===== src/dld_defines.svh =====
// Constants for the display list instruction decoder.
// Assumes 16-bit instruction words and a byte-addressed APB slave.
// How it works
// - Mark jump word: bit 15 flag, target
// - Absolute jumps, plain and far forms
// - Conditional relative jump
// - Relative jump adds second word
// - Short jump; zero increment is no-op
// - General register load from next word
// - Parameter and depth loads use eleven bits
// - Conic X load with quadrant enables
// - Extended pixel intensity load
// - Device register load masks top nibble
// - Stack pointer load, plain and far
// - Text spacing load from bits 5..0
// - Coordinate words: opcode, sign, value
// - Extended mode turns X moves into plots
// - Color table modify takes four words
// - Mode instruction loads mode register
// - Pixel block move takes six words
// - Absolute point list ends on bit 15
// - Relative point list holds increments
// - Text word gives two characters
// - Video update is an extended instruction
// - X draw and move only in mode zero
// - Extended opcodes only in extended mode
// - Flagged jump target is fetched indirectly in mode zero
`ifndef DLD_DEFINES_SVH
`define DLD_DEFINES_SVH
`define DLD_P10_JUMP      10'h008
`define DLD_P10_REL_JUMP  10'h009
`define DLD_P10_COND_JUMP 10'h00A
`define DLD_P10_COND_REL  10'h00B
`define DLD_P10_MARK_JUMP 10'h010
`define DLD_P10_DEV_LOAD  10'h030
`define DLD_P10_GP_LOAD   10'h031
`define DLD_P10_SP_LOAD   10'h032
`define DLD_P10_PIX_MOVE  10'h033
`define DLD_P10_CLUT      10'h035
`define DLD_P10_MODE      10'h03A
`define DLD_P10_UPDATE    10'h03B
`define DLD_P10_TAB_ABS   10'h03E
`define DLD_P10_TAB_REL   10'h03F
`define DLD_P10_TEXT_SP   10'h301
`define DLD_P7_SHORT_JUMP 7'h05
`define DLD_P5_DEPTH      5'h02
`define DLD_P5_PARAM      5'h03
`define DLD_P5_X_LOAD_A   5'h04
`define DLD_P5_X_LOAD_R   5'h05
`define DLD_P5_X_DRAW_A   5'h06
`define DLD_P5_X_DRAW_R   5'h07
`define DLD_P5_X_MOVE_A   5'h0A
`define DLD_P5_X_MOVE_R   5'h0B
`define DLD_P5_Y_MOVE_A   5'h0C
`define DLD_P5_Y_MOVE_R   5'h0D
`define DLD_P5_CONIC_X    5'h0E
`define DLD_BIT_LAST      15
`define DLD_BIT_TEXT      7
`define DLD_N_JUMP        3'h1
`define DLD_N_CLUT        3'h4
`define DLD_N_PIX_MOVE    3'h6
`define DLD_MODE_RESET    6'h00
`define DLD_REG_CTRL      8'h00
`define DLD_REG_START     8'h04
`define DLD_REG_MODE      8'h08
`define DLD_REG_STATUS    8'h0C
`define DLD_REG_LAST      8'h10
`endif


===== src/dld_pkg.sv =====
// Types shared by decoder and classifier.
// Assumes the defines header holds the numbers.
package dld_pkg;
   typedef enum logic [5:0] {
      op_unknown, op_no_operation, op_short_relative_jump,
      op_absolute_jump, op_cond_absolute_jump, op_relative_jump,
      op_cond_relative_jump, op_jump_and_mark,
      op_gp_reg_immediate_load, op_device_reg_immediate_load,
      op_stack_pointer_load, op_param_reg_load, op_depth_attr_load,
      op_conic_x_load, op_pixel_intensity_load, op_text_spacing_load,
      op_x_absolute_load, op_x_relative_load, op_x_absolute_move,
      op_x_relative_move, op_y_absolute_move, op_y_relative_move,
      op_y_absolute_plot, op_y_relative_plot, op_x_absolute_draw,
      op_x_relative_draw, op_color_table_modify, op_pixel_block_move,
      op_tabular_absolute_plot, op_tabular_relative_plot,
      op_two_char_text, op_mode_load, op_video_ctl_update
   } dld_op_t;
   typedef enum logic [1:0] {
      st_idle, st_opcode, st_operand, st_indirect
   } dld_state_t;
endpackage : dld_pkg


===== src/dld_dec_if.sv =====
// One word to the classifier and its verdict back.
// Assumes one clock; the path is combinational.
`timescale 1ns/100ps
interface dld_dec_if;
   import dld_pkg::*;
   logic [15:0] word;
   logic        ext_mode;
   dld_op_t     op;
   logic [2:0]  n_operands;
   logic        is_list;
   logic [15:0] field;
   modport cls  (input word, ext_mode,
                 output op, n_operands, is_list, field);
   modport core (output word, ext_mode,
                 input op, n_operands, is_list, field);
endinterface : dld_dec_if


===== src/dld_decoder.sv =====
// Display list decoder: fetches words and splits their fields.
// Assumes memory answers fetch_req with fetch_valid; pready is high.
//
// Register access over APB and the placing of the registers were decided locally.
`timescale 1ns/100ps
`include "dld_defines.svh"
module dld_decoder
   import dld_pkg::*;
#(
   parameter int ADDR_W = 8,
   parameter int IP_W   = 18
)
(
   input  wire logic              pclk,
   input  wire logic              presetn,
   input  wire logic              psel,
   input  wire logic              penable,
   input  wire logic              pwrite,
   input  wire logic [ADDR_W-1:0] paddr,
   input  wire logic [31:0]       pwdata,
   output      logic [31:0]       prdata,
   output      logic              pready,
   output      logic              pslverr,
   input  wire logic              gp0_nonzero,
   output      logic              fetch_req,
   output      logic [IP_W-1:0]   fetch_addr,
   input  wire logic              fetch_valid,
   input  wire logic [15:0]       fetch_data,
   output      logic              dec_valid,
   output      dld_op_t           dec_op,
   output      logic [2:0]        dec_index,
   output      logic [15:0]       dec_field,
   output      logic              jump_taken
);
   dld_dec_if  d ();

   dld_state_t        state;
   dld_state_t        next_state;
   logic              run;
   logic              next_run;
   logic [IP_W-1:0]   ip;
   logic [IP_W-1:0]   next_ip;
   logic [IP_W-1:0]   start;
   logic [IP_W-1:0]   next_start;
   logic [5:0]        mode;
   logic [5:0]        next_mode;
   dld_op_t           cur_op;
   dld_op_t           next_cur_op;
   logic [15:0]       cur_w0;
   logic [15:0]       next_cur_w0;
   logic [2:0]        remain;
   logic [2:0]        next_remain;
   logic              in_list;
   logic              next_in_list;
   logic              next_dec_valid;
   dld_op_t           next_dec_op;
   logic [2:0]        next_dec_index;
   logic [15:0]       next_dec_field;
   logic              next_jump_taken;
   logic [31:0]       next_prdata;

   logic              ext_mode;
   logic              take;
   logic              wr_acc;
   logic              setup;
   logic [IP_W-1:0]   ip_inc;
   logic [IP_W-1:0]   far_target;
   logic              cond_ok;
   logic              is_abs_jump;

   // Shared by pslverr and the write decode
   function automatic logic reg_hit(input logic [ADDR_W-1:0] a);
      reg_hit = (a == ADDR_W'(`DLD_REG_CTRL))   ||
                (a == ADDR_W'(`DLD_REG_START))  ||
                (a == ADDR_W'(`DLD_REG_MODE))   ||
                (a == ADDR_W'(`DLD_REG_STATUS)) ||
                (a == ADDR_W'(`DLD_REG_LAST));
   endfunction : reg_hit

   // Drops don't-care and prefix bits
   function automatic logic [15:0] operand_field(
      input dld_op_t     op,
      input logic [2:0]  idx,
      input logic [15:0] w
   );
      operand_field = w;
      unique case (op)
         op_device_reg_immediate_load:
            operand_field = {4'h0, w[11:0]};
         op_tabular_absolute_plot,
         op_tabular_relative_plot:
            operand_field = {w[15], 4'h0, w[10:0]};
         op_color_table_modify: begin
            if (idx == 3'h3 || idx == 3'h4) begin
               operand_field = {8'h00, w[7:0]};
            end
         end
         default:
            operand_field = w;
      endcase
   endfunction : operand_field

   // Any nonzero mode enables extended opcodes
   assign ext_mode   = (mode != `DLD_MODE_RESET);
   assign d.word     = fetch_data;
   assign d.ext_mode = ext_mode;

   dld_classify u_classify (
      .d (d.cls)
   );

   assign fetch_req  = run && (state != st_idle);
   assign fetch_addr = ip;
   assign take       = fetch_req && fetch_valid;
   assign pready     = 1'b1;
   assign pslverr    = psel && penable && !reg_hit(paddr);
   assign wr_acc     = psel && penable && pwrite && reg_hit(paddr);
   assign setup      = psel && !penable;

   assign ip_inc     = IP_W'(ip + IP_W'(1));
   assign far_target = ext_mode ? IP_W'({cur_w0[1:0], fetch_data})
                                : IP_W'({fetch_data[14:0]});
   assign is_abs_jump = (cur_op == op_absolute_jump) ||
                        (cur_op == op_cond_absolute_jump) ||
                        (cur_op == op_jump_and_mark);
   assign cond_ok    = gp0_nonzero ||
                       !((cur_op == op_cond_absolute_jump) ||
                         (cur_op == op_cond_relative_jump));

   always_comb begin
      next_state      = state;
      next_run        = run;
      next_ip         = ip;
      next_start      = start;
      next_mode       = mode;
      next_cur_op     = cur_op;
      next_cur_w0     = cur_w0;
      next_remain     = remain;
      next_in_list    = in_list;
      next_dec_valid  = 1'b0;
      next_dec_op     = dec_op;
      next_dec_index  = dec_index;
      next_dec_field  = dec_field;
      next_jump_taken = 1'b0;
      if (take) begin
         next_dec_valid = 1'b1;
         unique case (state)
            st_opcode: begin
               next_cur_op    = d.op;
               next_cur_w0    = fetch_data;
               next_remain    = d.n_operands;
               next_in_list   = d.is_list;
               next_dec_op    = d.op;
               next_dec_index = 3'h0;
               next_dec_field = d.field;
               next_ip        = ip_inc;
               if (d.op == op_short_relative_jump) begin
                  next_jump_taken = 1'b1;
                  if (fetch_data[8]) begin
                     next_ip = IP_W'(ip_inc -
                                     IP_W'(fetch_data[7:0]));
                  end else begin
                     next_ip = IP_W'(ip_inc +
                                     IP_W'(fetch_data[7:0]));
                  end
               end
               if (d.op == op_mode_load) begin
                  next_mode = fetch_data[5:0];
               end
               if (d.n_operands != 3'h0 || d.is_list) begin
                  next_state = st_operand;
               end
            end
            st_operand: begin
               next_dec_index = 3'(dec_index + 3'h1);
               next_dec_field = operand_field(cur_op, next_dec_index,
                                              fetch_data);
               next_ip        = ip_inc;
               if (in_list) begin
                  if (fetch_data[`DLD_BIT_LAST]) begin
                     next_state = st_opcode;
                  end
               end else begin
                  next_remain = 3'(remain - 3'h1);
                  if (remain == 3'h1) begin
                     next_state = st_opcode;
                     if (is_abs_jump && cond_ok) begin
                        next_jump_taken = 1'b1;
                        next_ip = far_target;
                        if (!ext_mode && fetch_data[15]) begin
                           next_jump_taken = 1'b0;
                           next_state = st_indirect;
                        end
                     end
                     if ((cur_op == op_relative_jump ||
                          cur_op == op_cond_relative_jump) && cond_ok)
                     begin
                        next_jump_taken = 1'b1;
                        next_ip = IP_W'(ip_inc + IP_W'({{2{fetch_data[15]}},
                                  fetch_data}));
                     end
                  end
               end
            end
            st_indirect: begin
               // Pointer word reported as an operand
               next_dec_index  = 3'(dec_index + 3'h1);
               next_dec_field  = fetch_data;
               next_ip         = IP_W'(fetch_data);
               next_jump_taken = 1'b1;
               next_state      = st_opcode;
            end
            default: begin
               next_dec_valid = 1'b0;
            end
         endcase
      end
      // Writes last: they beat a word taken alongside
      if (wr_acc) begin
         if (paddr == ADDR_W'(`DLD_REG_CTRL)) begin
            next_run = pwdata[0];
            if (pwdata[0]) begin
               next_ip    = start;
               next_state = st_opcode;
            end else begin
               next_state = st_idle;
            end
            next_jump_taken = 1'b0;
            next_dec_valid  = 1'b0;
         end
         if (paddr == ADDR_W'(`DLD_REG_START)) begin
            next_start = pwdata[IP_W-1:0];
         end
         if (paddr == ADDR_W'(`DLD_REG_MODE)) begin
            next_mode = pwdata[5:0];
         end
      end
   end

   always_comb begin
      next_prdata = prdata;
      if (setup) begin
         unique case (paddr)
            ADDR_W'(`DLD_REG_CTRL):   next_prdata = {31'h0000_0000, run};
            ADDR_W'(`DLD_REG_START):  next_prdata = 32'(start);
            ADDR_W'(`DLD_REG_MODE):   next_prdata = {26'h000_0000, mode};
            ADDR_W'(`DLD_REG_STATUS): next_prdata = {8'h00, state, 22'(ip)};
            ADDR_W'(`DLD_REG_LAST):
               next_prdata = {dec_field, 5'h00, dec_index, 2'h0, dec_op};
            default:                  next_prdata = 32'h0000_0000;
         endcase
      end
   end

   always_ff @(posedge pclk or negedge presetn) begin
      if (!presetn) begin
         state      <= st_idle;
         run        <= 1'b0;
         ip         <= '0;
         start      <= '0;
         mode       <= `DLD_MODE_RESET;
         cur_op     <= op_unknown;
         cur_w0     <= 16'h0000;
         remain     <= 3'h0;
         in_list    <= 1'b0;
         dec_valid  <= 1'b0;
         dec_op     <= op_unknown;
         dec_index  <= 3'h0;
         dec_field  <= 16'h0000;
         jump_taken <= 1'b0;
         prdata     <= 32'h0000_0000;
      end else begin
         state      <= next_state;
         run        <= next_run;
         ip         <= next_ip;
         start      <= next_start;
         mode       <= next_mode;
         cur_op     <= next_cur_op;
         cur_w0     <= next_cur_w0;
         remain     <= next_remain;
         in_list    <= next_in_list;
         dec_valid  <= next_dec_valid;
         dec_op     <= next_dec_op;
         dec_index  <= next_dec_index;
         dec_field  <= next_dec_field;
         jump_taken <= next_jump_taken;
         prdata     <= next_prdata;
      end
   end
endmodule : dld_decoder


===== src/dld_classify.sv =====
// Classifies a first word: operation, operand count, field.
// Assumes word and mode are presented in one cycle.
`timescale 1ns/100ps
`include "dld_defines.svh"
module dld_classify
   import dld_pkg::*;
(
   dld_dec_if.cls d
);
   logic [9:0] top10;
   logic [6:0] top7;
   logic [4:0] top5;
   logic       mode0;

   assign top10 = d.word[15:6];
   assign top7  = d.word[15:9];
   assign top5  = d.word[15:11];
   assign mode0 = ~d.ext_mode;

   always_comb begin
      d.op         = op_unknown;
      d.n_operands = 3'h0;
      d.is_list    = 1'b0;
      d.field      = 16'h0000;
      // Operand bits take part in the compare only in the short jump's zero test
      if (d.word[15]) begin
         if (top10 == `DLD_P10_TEXT_SP) begin
            d.op    = op_text_spacing_load;
            d.field = {10'h000, d.word[5:0]};
         end else if (d.word[`DLD_BIT_TEXT]) begin
            d.op    = op_two_char_text;
            d.field = {1'b0, d.word[14:8], 1'b0, d.word[6:0]};
         end
      end else if (top10 == `DLD_P10_JUMP ||
                   top10 == `DLD_P10_COND_JUMP) begin
         d.op = (top10 == `DLD_P10_JUMP) ? op_absolute_jump
                                         : op_cond_absolute_jump;
         d.n_operands = `DLD_N_JUMP;
         d.field = d.ext_mode ? {14'h0000, d.word[1:0]} : 16'h0000;
      end else if (top10 == `DLD_P10_REL_JUMP) begin
         d.op = op_relative_jump;
         d.n_operands = `DLD_N_JUMP;
      end else if (top10 == `DLD_P10_COND_REL) begin
         d.op = op_cond_relative_jump;
         d.n_operands = `DLD_N_JUMP;
      end else if (top10 == `DLD_P10_MARK_JUMP) begin
         d.op = op_jump_and_mark;
         d.n_operands = `DLD_N_JUMP;
      end else if (top7 == `DLD_P7_SHORT_JUMP) begin
         d.op = (d.word[8:0] == 9'h000) ? op_no_operation
                                        : op_short_relative_jump;
         d.field = {7'h00, d.word[8:0]};
      end else if (top10 == `DLD_P10_GP_LOAD) begin
         d.op = op_gp_reg_immediate_load;
         d.n_operands = 3'h1;
         d.field = {10'h000, d.word[5:0]};
      end else if (top10 == `DLD_P10_DEV_LOAD) begin
         d.op = op_device_reg_immediate_load;
         d.n_operands = 3'h1;
         d.field = {10'h000, d.word[5:0]};
      end else if (top10 == `DLD_P10_SP_LOAD) begin
         d.op = op_stack_pointer_load;
         d.n_operands = 3'h1;
         d.field = d.ext_mode ? {14'h0000, d.word[1:0]} : 16'h0000;
      end else if (top10 == `DLD_P10_MODE) begin
         d.op = op_mode_load;
         d.field = {10'h000, d.word[5:0]};
      end else if (d.ext_mode && top10 == `DLD_P10_UPDATE) begin
         d.op = op_video_ctl_update;
      end else if (d.ext_mode && top10 == `DLD_P10_CLUT) begin
         d.op = op_color_table_modify;
         d.n_operands = `DLD_N_CLUT;
         d.field = {14'h0000, d.word[1:0]};
      end else if (d.ext_mode && top10 == `DLD_P10_PIX_MOVE) begin
         d.op = op_pixel_block_move;
         d.n_operands = `DLD_N_PIX_MOVE;
         d.field = {14'h0000, d.word[1:0]};
      end else if (d.ext_mode && (top10 == `DLD_P10_TAB_ABS ||
                                  top10 == `DLD_P10_TAB_REL)) begin
         d.op = (top10 == `DLD_P10_TAB_ABS) ? op_tabular_absolute_plot
                                            : op_tabular_relative_plot;
         d.is_list = 1'b1;
         d.field = {10'h000, d.word[5:0]};
      end else begin
         d.field = {5'h00, d.word[10:0]};
         unique case (top5)
            `DLD_P5_PARAM:   d.op = op_param_reg_load;
            `DLD_P5_DEPTH:   d.op = op_depth_attr_load;
            `DLD_P5_CONIC_X: d.op = op_conic_x_load;
            `DLD_P5_X_LOAD_A: d.op = op_x_absolute_load;
            `DLD_P5_X_LOAD_R: d.op = op_x_relative_load;
            `DLD_P5_Y_MOVE_A: d.op = op_y_absolute_move;
            `DLD_P5_Y_MOVE_R: d.op = op_y_relative_move;
            `DLD_P5_X_DRAW_A: d.op = mode0 ? op_x_absolute_draw
                                           : op_unknown;
            `DLD_P5_X_DRAW_R: d.op = mode0 ? op_x_relative_draw
                                           : op_pixel_intensity_load;
            `DLD_P5_X_MOVE_A: d.op = mode0 ? op_x_absolute_move
                                           : op_y_absolute_plot;
            `DLD_P5_X_MOVE_R: d.op = mode0 ? op_x_relative_move
                                           : op_y_relative_plot;
            default:         d.op = op_unknown;
         endcase
         if (d.ext_mode && top5 == `DLD_P5_X_DRAW_R) begin
            d.field = {8'h00, d.word[7:0]};
         end
         if (d.op == op_unknown) begin
            d.field = 16'h0000;
         end
      end
   end
endmodule : dld_classify


===== config.mk =====
export PLATFORM = sky130hd
export DESIGN_NAME = dld_decoder
export DESIGN_NICKNAME = d
export VERILOG_FILES = /design/src/dld_pkg.sv /design/src/dld_dec_if.sv /design/src/dld_decoder.sv /design/src/dld_classify.sv
export VERILOG_INCLUDE_DIRS = /design/src /design/src/src
export SDC_FILE = /design/constraint.sdc
export NUM_CORES = 1
export LEC_CHECK = 0
export BUFFER_PORTS_ARGS = -buffer_cell sky130_fd_sc_hd__buf_2
export CORE_AREA = 2 2 137 193
export CTS_BUF_LIST = sky130_fd_sc_hd__clkbuf_8
export DETAILED_ROUTE_END_ITERATION = 10
export DIE_AREA = 0 0 139 195
export GPL_TIMING_DRIVEN = 0
export SLEW_MARGIN = 25
export SYNTH_ARGS = -nofsm -noshare
export SYNTH_HDL_FRONTEND = slang
export SYNTH_SLANG_ARGS = --single-unit
export TNS_END_PERCENT = 1

===== constraint.sdc =====
create_clock -name pclk -period 3.8 [get_ports pclk]
set_clock_uncertainty 0.05 [all_clocks]
set_input_delay 0.76 -clock pclk [delete_from_list [all_inputs] [get_ports pclk]]
set_output_delay 0.76 -clock pclk [all_outputs]
set_load 0.005 [all_outputs]

==> results.json <==
{
  "placed_cells": 1495,
  "cp-start-kind": "primary input",
  "yosys-top-cells-area": "dfrtp_1, nand2_1, ha_1, o21ai_0, a21oi_1",
  "seqCellArea_mm2": 0.00276,
  "rows": 69,
  "clkSlewWorstSetupHoldPaths_ns": 0.11,
  "drc": 0,
  "start_util_pct": 34.7,
  "dp_slack_ns": -0.985,
  "async_flop_share_pct": 100,
  "setup_viol": 1,
  "crit_fanout": 10,
  "fin_nets": 1306,
  "critical-path-top-delay-family": "simple AND/OR/NAND/NOR gates",
  "slew_headroom_pct": 41.6,
  "synth_warnings": 0,
  "powerDensity_mw_per_mm2": 410,
  "grt_setup_unrepaired": "true",
  "path_class": "in -> reg",
  "synth_fp_nets": 1154,
  "layout-drive-gt1-share_pct": 22.5,
  "synth_most_common_cell": "nand2_1",
  "grt_pass1_vias": 8616,
  "violations": "negative setup slack",
  "die_x_um": 139,
  "ir_worst_vdd_uv": 203,
  "finalSetupTns_ns": -0.0165,
  "gr-total-overflow": 0,
  "layout.cells.non_filler": 1525,
  "period_minus_slack_ns": 3.82,
  "drtAntennaViolNets": 0,
  "hold_path_class": "in -> async",
  "synthDistinctLibCells": 88,
  "vias": 9056,
  "cts-root-buf": "clkbuf_8",
  "yosysTopAreaCellShare_pct": 31.5,
  "tightest_slew_ns": 0.873,
  "fmaxAchievable_mhz": 262,
  "drt_iter0_drc": 830,
  "max_stage_delay_ns": 0.40,
  "wirelength_um": 34600,
  "place_congestion": 1.01,
  "crit_path_end_kind": "flip-flop",
  "avgRoutedWirePerCell_um": 22.7,
  "hold_viol_final": 0,
  "worstSkewPairLatency_ns": 0.39,
  "tritoncts": "yes",
  "syn2layout_area_growth_pct": 19.1,
  "drv_cap": 0,
  "yosys.area.top_type": "dfrtp_1",
  "synth_area_mm2": 0.00874,
  "syn_avg_cell_area_um2": 8.34,
  "outcome": "complete, but fails checks",
  "ys.flop_type": "dfrtp_1",
  "slowest_stage": "or3_1",
  "grt_pass1_wl_um": 52100,
  "io_buffers": 126,
  "whs_ns": 0.238,
  "die_y_um": 195,
  "multi_input_area_mm2": 0.00590,
  "fin_crit_sh_pct": 100,
  "grt_util_all_layers_pct": 24.7,
  "detail_route.first_pass.iterations": 6,
  "dpl.hpwl_um": 27200,
  "cpMostUsedCell": "buf_2",
  "leakagePower_nw": 4.74,
  "arrival_ns": 4.05,
  "synth_edf_count": 0,
  "pin_count": 143,
  "grt_start_max_net_pins": 65,
  "clkSinkCount": 110,
  "cts.path.max_buffers": 2,
  "slew_violations": 0,
  "cts_buffers": 9,
  "fillers": 2585,
  "synth_common_cells": "nand2_1, dfrtp_1, o21ai_0",
  "routed_via_density": 5.94,
  "cts_max_level": 3,
  "crit_chain": "buf_2, buf_2, nor2_1, nand4_1, buf_4, or3_1, a211oi_1, a21oi_1, nand2_4, mux2_2, a221oi_2, o31ai_1",
  "synth-seq-cells": 110,
  "yosysSeqAreaShare_pct": 31.5,
  "critPathBufInv": 3,
  "syn-instance-count": 1049,
  "die_area_mm2": 0.0271,
  "antenna_found_initial": 0,
  "crit_required_ns": 4.03,
  "core_area_mm2": 0.0252,
  "n_antenna_cell": 0,
  "layout_setup_ws_ns": -0.0165
}
-- stage by stage --
stage | cell area, µm² | total power, mW | utilization [%]
floorplan | 8750 | 2.70 | -
global placement | 9780 | 3.36 | 38.8
detailed placement | 9810 | 3.37 | 38.9
CTS | 10100 | 4.08 | 40.0
global route | 10400 | 4.52 | 41.3
finish | 10400 | 4.26 | 41.3
-- worst reg2reg max path: stages (launching register included) --
cell and delay (ns):
dfrtp_2 0.48, and3_1 0.33, nand3_4 0.18, nor2_1 0.22
xor2_2 0.49, ha_1 0.44, nand4_1 0.15, inv_1 0.06
and3_1 0.17, a21o_1 0.20, xor2_1 0.20, nor2_1 0.06
o221ai_1 0.34, a2bb2oi_1 0.23
-- layer usage --
metal | share of wire [%] | routed length (µm) | GRT usage [%]
met3 | 4.5 | 1540 | 2.23
met5 | 0 | 0 | 0
met4 | 7.1 | 2440 | 15.4
met1 | 41 | 14300 | 30.8
met2 | 47 | 16400 | 41.1
-- power by group --
part	total [mW]	switching [mW]	internal [mW]	leakage, nW
Combinational	2.15	1.27	0.877	3.17
Clock	0.671	0.431	0.240	0.0912
Sequential	1.44	0.177	1.27	1.48
Total	4.26	1.88	2.38	4.74
-- layout make-up --
class / instances / area share (%)
multi-input combinational: 847 / 56.6
clock buffer: 9 / 1.19
buffer: 58 / 2.64
clock inverter: 7 / 0.457
inverter: 34 / 1.30
timing repair buffer: 141 / 7.44
tap: 319 / 3.83
sequential: 110 / 26.5
-- final timing paths --
| check | from | endpoint | slack, ns | cells past startpoint |
|---|---|---|---|---|
| max in group asynchronous | presetn | fetch_addr[2]$_DFF_PN0_ | 2.76 | 2 |
| min in group pclk | prdata[31]$_DFFE_PN0P_ | prdata[31]$_DFFE_PN0P_ | 0.44 | 2 |
| setup / recovery | fetch_data[7] | fetch_addr[9]$_DFF_PN0_ | -0.02 | 12 |
| hold / removal | presetn | cur_op[5]$_DFFE_PN0P_ | 0.24 | 1 |
| hold reg to reg | prdata[31]$_DFFE_PN0P_ | prdata[31]$_DFFE_PN0P_ | 0.44 | 2 |
| setup reg to reg | fetch_addr[2]$_DFF_PN0_ | fetch_addr[14]$_DFF_PN0_ | 0.12 | 13 |
-- cell usage in the layout (no fill, tap or decap), drive strengths merged, types with 28 or more instances in the layout --
cell type  count
xnor2         34
mux2i         28
nand2        143
nand3         32
nor2          70
dfrtp        110
a21oi         69
inv           34
ha            40
buf          161
clkbuf        47
nor3          28
o21ai         92
-- registers in the layout, indices dropped and copies added (netlist names) --
name and flops:
mode 6, cur_op 6, start 18, dec_field 16, in_list 1, cur_w0 2, prdata 32, dec_index 3
run 1, dec_valid 1, remain 3, fetch_addr 18, state 2, jump_taken 1
-- logic make-up after synthesis --
kind of cell / Yosys count / synth area share, %
adder cells (fa/ha/maj): 42 / 6.18
AO/OA/AOI/OAI: 321 / 24.5
buffers and inverters: 92 / 4.46
multiplexers: 51 / 6.17
XOR/XNOR: 51 / 5.11
AND/OR/NAND/NOR: 381 / 22.1
other: 1 / 0.0429
flip-flops: 110 / 31.5
-- repair_timing --
action / 4_1_cts / 5_1_grt
resized for setup: 23 / 45
setup endpoints to repair: 8 / 10
buffers inserted: 0 / 14
hold buffers: 0 / 0
pin swaps: 0 / 6
(Power assumes the default switching activity.)
